**src/fadc_pkg.sv**
```systemverilog
// constants and carrier types shared by the flash converter back end
// assumes one clock (pclk) and an apb master on the register side
package fadc_pkg;
    localparam int NUM_COMP = 256;
    localparam int NUM_SEG = 4;
    localparam int SEG_W = 64;
    localparam int IDX_W = 6;
    localparam int CODE_W = 8;
    localparam int AIN_W = 9;

    localparam int CLK_MHZ = 25;
    localparam int LATENCY_CYC = 1;

    localparam logic [7:0] ADDR_CTRL = 8'h00;
    localparam logic [7:0] ADDR_STATUS = 8'h04;
    localparam logic [7:0] ADDR_MASK = 8'h08;
    localparam logic [7:0] ADDR_LAST = 8'h0C;

    localparam int CTRL_LOW_BIT = 0;
    localparam int CTRL_MSB_BIT = 1;
    localparam int CTRL_POL_BIT = 2;
    localparam int CTRL_W = 3;
    localparam logic [2:0] CTRL_RST = 3'h0;

    localparam int EVT_OVR_BIT = 0;
    localparam int EVT_CHG_BIT = 1;
    localparam int EVT_W = 2;
    localparam logic [1:0] MASK_RST = 2'h0;
    localparam logic [1:0] STATUS_RST = 2'h0;

    localparam logic [7:0] LOW_INV_MASK = 8'h7F;
    localparam logic [7:0] MSB_INV_MASK = 8'h80;
    localparam logic [7:0] OVR_CODE = 8'hFF;
    localparam logic [1:0] FILL_FULL = 2'h2;
    localparam logic [31:0] RDATA_ZERO = 32'h0000_0000;

    typedef struct packed {
        logic pol;
        logic msb_inv;
        logic low_inv;
    } fadc_ctl_t;

    typedef struct packed {
        logic ovr;
        logic [CODE_W-1:0] data;
    } fadc_code_t;

    // one 7-bit column latch: segment holds ones, and its top set index
    typedef struct packed {
        logic any;
        logic [IDX_W-1:0] idx;
    } fadc_col_t;
endpackage

```
**src/fadc_seg_decoder.sv**
```systemverilog
// one 64-line thermometer segment reduced to a 7-bit column word
// assumes the segment is a thermometer code, lowest line at bit 0
`timescale 1ns/100ps
module fadc_seg_decoder
    import fadc_pkg::*;
(
    input wire logic [SEG_W-1:0] seg,
    output fadc_col_t col
);
    // highest set line wins, so a stray low bubble costs at most one code
    function automatic logic [IDX_W-1:0] top_set(input logic [SEG_W-1:0] v);
        logic [IDX_W-1:0] idx;
        idx = 6'h00;
        for (int j = 0; j < SEG_W; j++)
        begin
            if (v[j])
            begin
                idx = IDX_W'(j);
            end
        end
        return idx;
    endfunction

    assign col.any = |seg; // [RQ5]
    assign col.idx = top_set(seg); // [RQ5]
endmodule

```
**src/fadc_out_stage.sv**
```systemverilog
// output coding gates and the nine output latches
// assumes the straight code and control arrive settled before the rising edge
`timescale 1ns/100ps
module fadc_out_stage
    import fadc_pkg::*;
(
    input wire logic pclk,
    input fadc_code_t straight,
    input fadc_ctl_t ctl,
    output fadc_code_t coded_d,
    output fadc_code_t out_q
);
    logic [CODE_W-1:0] inv_mask;
    logic [CODE_W-1:0] xored;

    assign inv_mask = (ctl.low_inv ? LOW_INV_MASK : 8'h00)
                    | (ctl.msb_inv ? MSB_INV_MASK : 8'h00); // [RQ11] [RQ12]
    assign xored = straight.data ^ inv_mask; // [RQ8]
    // overrange overrides the coding so all pins read high whatever the mode
    assign coded_d.data = straight.ovr ? OVR_CODE : xored; // [RQ1]
    assign coded_d.ovr = straight.ovr; // [RQ1]

    // no reset: contents are meaningful only once the pipe is filled
    always_ff @(posedge pclk)
    begin
        out_q <= coded_d; // [RQ9] [RQ10]
    end
endmodule

```
**src/fadc_backend.sv**
```systemverilog
// digital back end of an 8-bit flash converter with apb control registers
// assumes ain is a digitised input level synchronous to pclk; values
// of 256 and above lie over the top reference
// Functional notes
// [RQ1] overrange drives flag and all data high
// [RQ2] 256 comparators, equally spaced reference levels
// [RQ3] comparators track input while clock low
// [RQ4] rising edge latches thermometer code
// [RQ5] falling edge registers four 64-to-6 decoders
// [RQ6] four 7-bit column latches track falling
// [RQ7] column contents low six, column index top
// [RQ8] eight xor gates before output latches
// [RQ9] eight output latches drive data pins
// [RQ10] one clock from sample to output
// [RQ11] low control inverts seven lower bits
// [RQ12] msb control inverts only top bit
// [RQ13] controls default low: straight binary
// [RQ14] valid flag toggles with valid output data
// [RQ15] polarity control selects flag polarity
// [RQ16] user picks binary or two's complement
// [RQ17] pipeline has no reset, fills by clocking
//
// Our own choices: the register offsets and the APB register port.
`timescale 1ns/100ps
module fadc_backend
    import fadc_pkg::*;
(
    input wire logic pclk,
    input wire logic presetn,
    input wire logic [7:0] paddr,
    input wire logic psel,
    input wire logic penable,
    input wire logic pwrite,
    input wire logic [31:0] pwdata,
    output logic [31:0] prdata,
    output logic pready,
    output logic pslverr,
    input wire logic [AIN_W-1:0] ain,
    output logic sample_bit_lowest,
    output logic [5:0] sample_bits_middle,
    output logic sample_bit_highest,
    output logic overrange_bit,
    output logic sample_valid_flag,
    output logic irq
);
    logic [NUM_COMP-1:0] comp_d;
    logic [NUM_COMP-1:0] therm_q;
    logic [NUM_COMP-1:0] tt;
    fadc_col_t [NUM_SEG-1:0] col_d;
    fadc_col_t [NUM_SEG-1:0] col_q;
    logic ovr_n_q;
    fadc_code_t straight;
    fadc_code_t coded_d;
    fadc_code_t out_q;
    logic [CODE_W-1:0] last_straight_q;
    logic [1:0] fill_q;
    logic filled;
    logic rise_q;
    logic fall_q;
    fadc_ctl_t ctrl_q;
    fadc_ctl_t ctrl_wr;
    logic [EVT_W-1:0] mask_q;
    logic [EVT_W-1:0] status_q;
    logic [EVT_W-1:0] status_d;
    logic [EVT_W-1:0] evt;
    logic apb_access;
    logic capture;
    logic apb_done;
    logic ack_q;
    logic err_q;
    logic [31:0] prdata_q;
    logic [31:0] rd_mux;
    logic hit_ctrl;
    logic hit_stat;
    logic hit_mask;
    logic hit_last;
    logic mapped;
    logic stat_rd;

    // comparator i goes high once the input reaches level i+1
    always_comb
    begin
        for (int i = 0; i < NUM_COMP; i++)
        begin
            comp_d[i] = (ain >= AIN_W'(i + 1)); // [RQ2] [RQ3]
        end
    end

    // pipeline stages carry no reset; they fill by clocking
    always_ff @(posedge pclk)
    begin
        therm_q <= comp_d; // [RQ4] [RQ17]
    end

    // top comparator is the overrange line; line 0 stands for level zero
    assign tt = {therm_q[NUM_COMP-2:0], 1'b1};

    generate
        for (genvar s = 0; s < NUM_SEG; s++)
        begin : g_seg
            fadc_seg_decoder u_dec (
                .seg(tt[s*SEG_W +: SEG_W]),
                .col(col_d[s])
            );
        end
    endgenerate

    always_ff @(negedge pclk)
    begin
        col_q <= col_d; // [RQ5] [RQ6]
        ovr_n_q <= therm_q[NUM_COMP-1]; // [RQ1]
    end

    // the highest column holding ones names the two msbs
    function automatic fadc_code_t combine(input fadc_col_t [NUM_SEG-1:0] cols,
                                           input logic ovr);
        fadc_code_t r;
        r.ovr = ovr;
        r.data = 8'h00;
        for (int s = 0; s < NUM_SEG; s++)
        begin
            if (cols[s].any)
            begin
                r.data = {2'(s), cols[s].idx};
            end
        end
        return r;
    endfunction

    assign straight = combine(col_q, ovr_n_q); // [RQ7]

    fadc_out_stage u_out (
        .pclk(pclk),
        .straight(straight),
        .ctl(ctrl_q),
        .coded_d(coded_d),
        .out_q(out_q)
    );

    assign sample_bit_lowest = out_q.data[0]; // [RQ9]
    assign sample_bits_middle = out_q.data[6:1];
    assign sample_bit_highest = out_q.data[7];
    assign overrange_bit = out_q.ovr; // [RQ1]

    always_ff @(posedge pclk)
    begin
        last_straight_q <= straight.data;
    end

    always_ff @(posedge pclk or negedge presetn)
    begin
        if (!presetn)
        begin
            fill_q <= 2'h0;
        end
        else if (fill_q != FILL_FULL)
        begin
            fill_q <= fill_q + 2'h1; // [RQ17]
        end
    end

    assign filled = (fill_q == FILL_FULL);

    // flag is active (high when pol is clear, low when it is set) in the first half cycle after each output update once the pipe is filled
    always_ff @(posedge pclk or negedge presetn)
    begin
        if (!presetn)
        begin
            rise_q <= 1'b0;
        end
        else
        begin
            rise_q <= ~rise_q;
        end
    end

    always_ff @(negedge pclk or negedge presetn)
    begin
        if (!presetn)
        begin
            fall_q <= 1'b0;
        end
        else
        begin
            fall_q <= rise_q;
        end
    end

    assign sample_valid_flag = (filled & (rise_q ^ fall_q)) ^ ctrl_q.pol; // [RQ14] [RQ15]

    // apb: one wait state, read data and error come from flops
    assign apb_access = psel & penable;
    assign capture = apb_access & ~ack_q;
    assign apb_done = apb_access & ack_q;
    assign hit_ctrl = (paddr == ADDR_CTRL);
    assign hit_stat = (paddr == ADDR_STATUS);
    assign hit_mask = (paddr == ADDR_MASK);
    assign hit_last = (paddr == ADDR_LAST);
    assign mapped = hit_ctrl | hit_stat | hit_mask | hit_last;
    // status clears when it is captured, so an event on the clearing edge survives
    assign stat_rd = capture & ~pwrite & hit_stat;

    always_comb
    begin
        rd_mux = RDATA_ZERO;
        case (1'b1)
            hit_ctrl: rd_mux[CTRL_W-1:0] = ctrl_q;
            hit_stat: rd_mux[EVT_W-1:0] = status_q;
            hit_mask: rd_mux[EVT_W-1:0] = mask_q;
            hit_last: rd_mux[CODE_W:0] = out_q;
            default: rd_mux = RDATA_ZERO;
        endcase
    end

    assign ctrl_wr.low_inv = pwdata[CTRL_LOW_BIT];
    assign ctrl_wr.msb_inv = pwdata[CTRL_MSB_BIT];
    assign ctrl_wr.pol = pwdata[CTRL_POL_BIT];

    always_ff @(posedge pclk or negedge presetn)
    begin
        if (!presetn)
        begin
            ack_q <= 1'b0;
            err_q <= 1'b0;
            prdata_q <= RDATA_ZERO;
        end
        else
        begin
            ack_q <= capture;
            if (capture)
            begin
                err_q <= ~mapped;
                prdata_q <= pwrite ? RDATA_ZERO : rd_mux;
            end
        end
    end

    assign pready = ack_q;
    assign pslverr = ack_q & err_q;
    assign prdata = prdata_q;

    always_ff @(posedge pclk or negedge presetn)
    begin
        if (!presetn)
        begin
            ctrl_q <= CTRL_RST; // [RQ13]
            mask_q <= MASK_RST;
        end
        else if (apb_done & pwrite)
        begin
            if (hit_ctrl)
            begin
                ctrl_q <= ctrl_wr; // [RQ16]
            end
            if (hit_mask)
            begin
                mask_q <= pwdata[EVT_W-1:0];
            end
        end
    end

    assign evt[EVT_OVR_BIT] = (fill_q != 2'h0) & straight.ovr;
    assign evt[EVT_CHG_BIT] = filled & (straight.data != last_straight_q);
    assign status_d = (status_q & ~{EVT_W{stat_rd}}) | evt;

    always_ff @(posedge pclk or negedge presetn)
    begin
        if (!presetn)
        begin
            status_q <= STATUS_RST;
        end
        else
        begin
            status_q <= status_d;
        end
    end

    assign irq = |(status_q & mask_q);

    // helper history for the checks below
    logic [AIN_W-1:0] ain_h1_q;
    logic [AIN_W-1:0] ain_h2_q;
    fadc_ctl_t ctl_h_q;

    always_ff @(posedge pclk)
    begin
        ain_h1_q <= ain;
        ain_h2_q <= ain_h1_q;
        ctl_h_q <= ctrl_q;
    end

    AST_OVR_ALL_HIGH: assert property (@(posedge pclk) disable iff (!presetn) // [RQ1]
        filled && ain_h2_q[8] |-> overrange_bit && out_q.data == OVR_CODE)
        else $error("overrange did not force all outputs high");

    AST_STRAIGHT_LATENCY: assert property (@(posedge pclk) disable iff (!presetn) // [RQ10]
        filled && ctl_h_q == CTRL_RST && !ain_h2_q[8]
        |-> !overrange_bit && out_q.data == ain_h2_q[7:0])
        else $error("output code not the input one cycle later");

    AST_LOW_INV: assert property (@(posedge pclk) disable iff (!presetn) // [RQ11]
        filled && ctl_h_q.low_inv && !ctl_h_q.msb_inv && !ain_h2_q[8]
        |-> out_q.data == {ain_h2_q[7], ~ain_h2_q[6:0]})
        else $error("low inversion wrong");

    AST_MSB_INV: assert property (@(posedge pclk) disable iff (!presetn) // [RQ12]
        filled && ctl_h_q.msb_inv && !ctl_h_q.low_inv && !ain_h2_q[8]
        |-> out_q.data == {~ain_h2_q[7], ain_h2_q[6:0]})
        else $error("msb inversion wrong");

    AST_BOTH_INV: assert property (@(posedge pclk) disable iff (!presetn) // [RQ11] [RQ12]
        filled && ctl_h_q.msb_inv && ctl_h_q.low_inv && !ain_h2_q[8]
        |-> out_q.data == ~ain_h2_q[7:0])
        else $error("full inversion wrong");

    AST_THERMO: assert property (@(posedge pclk) disable iff (!presetn) // [RQ4]
        fill_q != 2'h0 |-> ((therm_q >> 1) & ~therm_q) == '0)
        else $error("latched comparators are not a thermometer code");

    AST_FLAG_SAMPLE_PHASE: assert property (@(posedge pclk) disable iff (!presetn) // [RQ15]
        ##1 1'b1 |-> sample_valid_flag == ctrl_q.pol)
        else $error("valid flag wrong before rising edge");

    AST_FLAG_VALID_PHASE: assert property (@(negedge pclk) disable iff (!presetn) // [RQ14]
        filled && $stable(ctrl_q) |-> ##1 sample_valid_flag == ~ctrl_q.pol)
        else $error("valid flag did not mark new data");

    AST_OVR_STICKY: assert property (@(posedge pclk) disable iff (!presetn) // [RQ1]
        filled && overrange_bit |-> status_q[EVT_OVR_BIT])
        else $error("overrange event not recorded");

    AST_READ_CLEAR: assert property (@(posedge pclk) disable iff (!presetn)
        stat_rd && evt == 2'h0 |=> status_q == 2'h0 && pready)
        else $error("status read did not clear");

    AST_ONE_WAIT: assert property (@(posedge pclk) disable iff (!presetn)
        psel && !penable ##1 psel && penable |-> !pready ##1 pready)
        else $error("apb answer not after one wait state");

    // unmapped offsets must answer with an error and read as zero
    AST_UNMAPPED_ERR: assert property (@(posedge pclk) disable iff (!presetn)
        capture && !mapped |=> pready && pslverr && prdata == RDATA_ZERO)
        else $error("unmapped access not refused");

    // coding must start as straight binary with nothing unmasked
    AST_CTRL_DEFAULT: assert property (@(posedge pclk) // [RQ13]
        $rose(presetn) |-> ctrl_q == CTRL_RST && mask_q == MASK_RST)
        else $error("controls not at default after reset");
endmodule

```
**config.mk**
```make
export PLATFORM = sky130hd
export DESIGN_NAME = fadc_backend
export DESIGN_NICKNAME = d
export VERILOG_FILES = /design/src/fadc_pkg.sv /design/src/fadc_seg_decoder.sv /design/src/fadc_out_stage.sv /design/src/fadc_backend.sv
export SDC_FILE = /design/constraint.sdc
export NUM_CORES = 1
export LEC_CHECK = 0
export ABC_AREA = 1
export ABC_CLOCK_PERIOD_IN_PS = 3900
export BUFFER_PORTS_ARGS = -buffer_cell sky130_fd_sc_hd__buf_2
export CAP_MARGIN = 10
export CELL_PAD_IN_SITES_DETAIL_PLACEMENT = 1
export CELL_PAD_IN_SITES_GLOBAL_PLACEMENT = 2
export CORE_MARGIN = 5
export CORE_UTILIZATION = 30
export DETAILED_ROUTE_END_ITERATION = 7
export GPL_TIMING_DRIVEN = 0
export PLACE_DENSITY = 0.79
export SYNTH_ARGS = -nofsm -noshare
export SYNTH_HDL_FRONTEND = slang
export SYNTH_SLANG_ARGS = --single-unit
```
**constraint.sdc**
```tcl
create_clock -name pclk -period 3.9 [get_ports pclk]
set_clock_uncertainty 0.15 [all_clocks]
set_input_delay 0.195 -clock pclk [delete_from_list [all_inputs] [get_ports pclk]]
set_output_delay 0.195 -clock pclk [all_outputs]
set_load 0.005 [all_outputs]
```
==> impl_metrics.csv <==
group,metric,value,unit
power_and_ir_drop,irDropWorstVdd,0.000269,V
clocking,cts_inserted_buffers,38,
grt,antenna_found_initial,2,
sta,setup_tns,-9150,ps
synth,synthCells,1824,
setup_path,path_max_fanout,2,
placed_design,gp_congestion,0.916,
power_and_ir_drop,power_per_cell_area,471,nW/um^2
grt,grt_util_all_layers,18.7,%
setup_path,crit_required,2290,ps
setup_path,worstSetupStartpointType,"register",
floorplan,core,44200,um^2
clocking,cts_tree,"yes",
sta,finalHoldViolCount,0,
setup_path,critPathArrivalTime,4030,ps
routing,via_per_inst,4.61,
grt,grt_pass1_wl,71800,um
synth,synth-seq-area-share,49.0,%
placed_design,port_buffers,44,
finish,fin_area,17000,um^2
sta,worst_hold_slack,45.4,ps
routing,drt_wl_total,47300,um
power_and_ir_drop,power,8.02,mW
synth,syn_avg_cell_area,7.36,um^2
routing,via_count,12100,
run,drv_cap,0,
worst_hold_path,holdPathEnd,"therm_q[58]",
placed_design,placedCellCount,2482,
synth,synthTopCellsByCount,"nand2_1 (427), inv_1 (387), dfxtp_1 (301), o21ai_0 (147), nor2_1 (132)",
routing,wl_per_cell,18.1,um
sta,setup_violations,10,
floorplan,rows,77,
synth,synth_area,13400,um^2
setup_path,slowest_stage,"dfxtp_2",
floorplan,die_x,222,um
synth,synthFlopType,"dfxtp_1",
sta,fin_ws,-1740,ps
synth,yosysTopAreaCellShare,44.9,%
setup_path,r2r_start,"therm_q[193]",
sta,slew_violations,0,
floorplan,start_util,30.4,%
grt,grt_max_degree,18,
grt,grt_pass1_vias,12600,
run_status,status,"complete, but fails checks",
power_and_ir_drop,p_leak,8.17,nW
sta,tightestPinTransition,1450,ps
routing,drt_iter0_drc,651,
worst_hold_path,whs_path_depth,3,
floorplan,dieArea,49100,um^2
worst_hold_path,hp-start,"ain[6]",
floorplan,die_y,222,um
placed_design,place_area,14500,um^2
synth,synth_edf_count,0,
setup_path,ff2ff_setup_slack,-1740,ps
setup_path,rr_endpoint,"col_q[21]",
finish,stdcell_count,2617,
setup_path,critical_path.most_common_cell,"nand2_1",
clocking,clk_pin_slew_worst_paths,60,ps
synth,ys_seq_elements,323,
finish,layout-drive-gt1-share,15.9,%
synth,yosysTopAreaCell,"dfxtp_1",
clocking,root_buffer,"clkbuf_16",
setup_path,endpoint_kind,"register",
clocking,clk_latency,620,ps
setup_path,crit_type,"reg -> reg",
synth,yosysMostFrequentCell,"nand2_1",
sta,slew_headroom,3.02,%
finish,layout.nets,2052,
finish,syn2layout_area_growth,26.8,%
placed_design,dp_hpwl,34900,um
clocking,cts_buffer_depth,3,
grt,overflow,0,
setup_path,ff2ff_path_depth,63,
clocking,cts_num_sinks,323,
sta,grt_setup_unrepaired,"yes",
floorplan,ios,99,
routing,ant_nets,0,
synth,synthTopCellsByArea,"dfxtp_1 (45%), nand2_1 (12%), inv_1 (11%), o21ai_0 (5.5%), dfrtp_1 (3.9%)",
clocking,htreeDepth,2,
synth,yosysWarningCount,0,
routing,drtPass1Iterations,6,
worst_hold_path,min_path_type,"in -> reg",
finish,n_antenna_cell,0,
setup_path,critPathMaxStageDelay,320,ps
synth,ys_async_sr_fraction,6.81,%
run_status,violations,"negative setup slack",
synth,synth_cell_type_count,36,
routing,route.detailed.drc,0,
worst max path at each step:
| stage | from | to | slack (ps) | cells after the start |
|---|---|---|---|---|
| after global placement | therm_q[1] | col_q[0] | -1760 | 63 |
| after floorplan | therm_q[1] | col_q[0] | -1210 | 63 |
| after global routing | therm_q[1] | col_q[0] | -2390 | 63 |
| after CTS | therm_q[1] | col_q[0] | -1760 | 63 |
| after detailed placement | therm_q[1] | col_q[0] | -1800 | 63 |
| final | therm_q[193] | col_q[21] | -1740 | 63 |
where the power goes:
| group | internal, mW | leakage [nW] | switching [mW] |
|---|---|---|---|
| combinational | 0.224 | 4.61 | 0.430 |
| sequential | 3.47 | 2.78 | 0.106 |
| clock | 2.23 | 0.784 | 1.56 |
layout by cell type, fill, tap and decap left out, types with 6 or more instances in the layout:
master and count:
nor4_4 6, nor4_2 11, clkbuf_1 26, o21ai_0 139, a221oi_4 6, dfxtp_2 12
nor4_1 25, nor2_1 123, nand2_1 420, clkbuf_16 42, o211ai_1 6, conb_1 23
nand2_2 6, a21oi_1 61, inv_1 410, inv_2 19, buf_4 39, nor2_2 6
dfrtp_1 21, o21ai_1 7, nand3_1 40, buf_2 44, dlygate4sd3_1 20, o21bai_1 50
nor3_2 7, bufinv_8 11, dfxtp_1 288, nand3_2 57
metrics by stage:
stage | worst slack [ps] | utilization (%)
after floorplan | -1210 | -
after global placement | -1760 | 32.9
after detailed placement | -1800 | 32.9
after CTS | -1760 | 37.7
after global routing | -2390 | 38.5
final | -1740 | 38.5
per-layer routing:
metal  GRT usage, %  wire length (um)  vias up
met1           23.9             21200     5735
met4           8.45              2140        2
li1               -                 -     5960
met3           3.75              2420      107
met2           30.6             21500      268
met5              0                 6        -
cell families after synthesis:
logic type | synth area share [%]
flops | 49.0
fa+ha+maj | 0.186
buf+inv | 14.8
other cells | 0.0279
compound gates | 12.8
simple gates | 22.2
xor+xnor | 0.522
mux | 0.503
what timing repair did:
action,4_1_cts,5_1_grt
resized for setup,95,71
setup buffers,7,13
hold endpoints to repair,43,0
hold buffers,20,0
pin swaps,29,49
endpoints found under the setup margin,16,19
final cells by class:
cell class / instances / area [um^2]
Clock inverter: 48 / 305
Timing Repair Buffer: 83 / 583
Sequential cell: 323 / 6600
Tap cell: 592 / 741
Multi-Input combinational cell: 1059 / 5700
Fill cell: 5391 / 27200
Clock buffer: 49 / 1110
Buffer: 49 / 284
Inverter: 414 / 1710
worst max-delay path: cells and delay by family, from the launching register on:
kind                   cells  cell delay [ps]
DFF                        1              320
buffers and inverters      1               40
and+or+nand+nor           62             3130
sequential cells by signal, summed over array words and instances (netlist names), 2 cells and up:
| signal | cells |
|---|---|
| therm_q | 256 |
| status_q | 2 |
| fill_q | 2 |
| col_q | 27 |
| last_straight_q | 8 |
| ctrl_q | 3 |
| mask_q | 2 |
| u_out.out_q | 9 |
| prdata | 9 |
(Power assumes the default switching activity.)
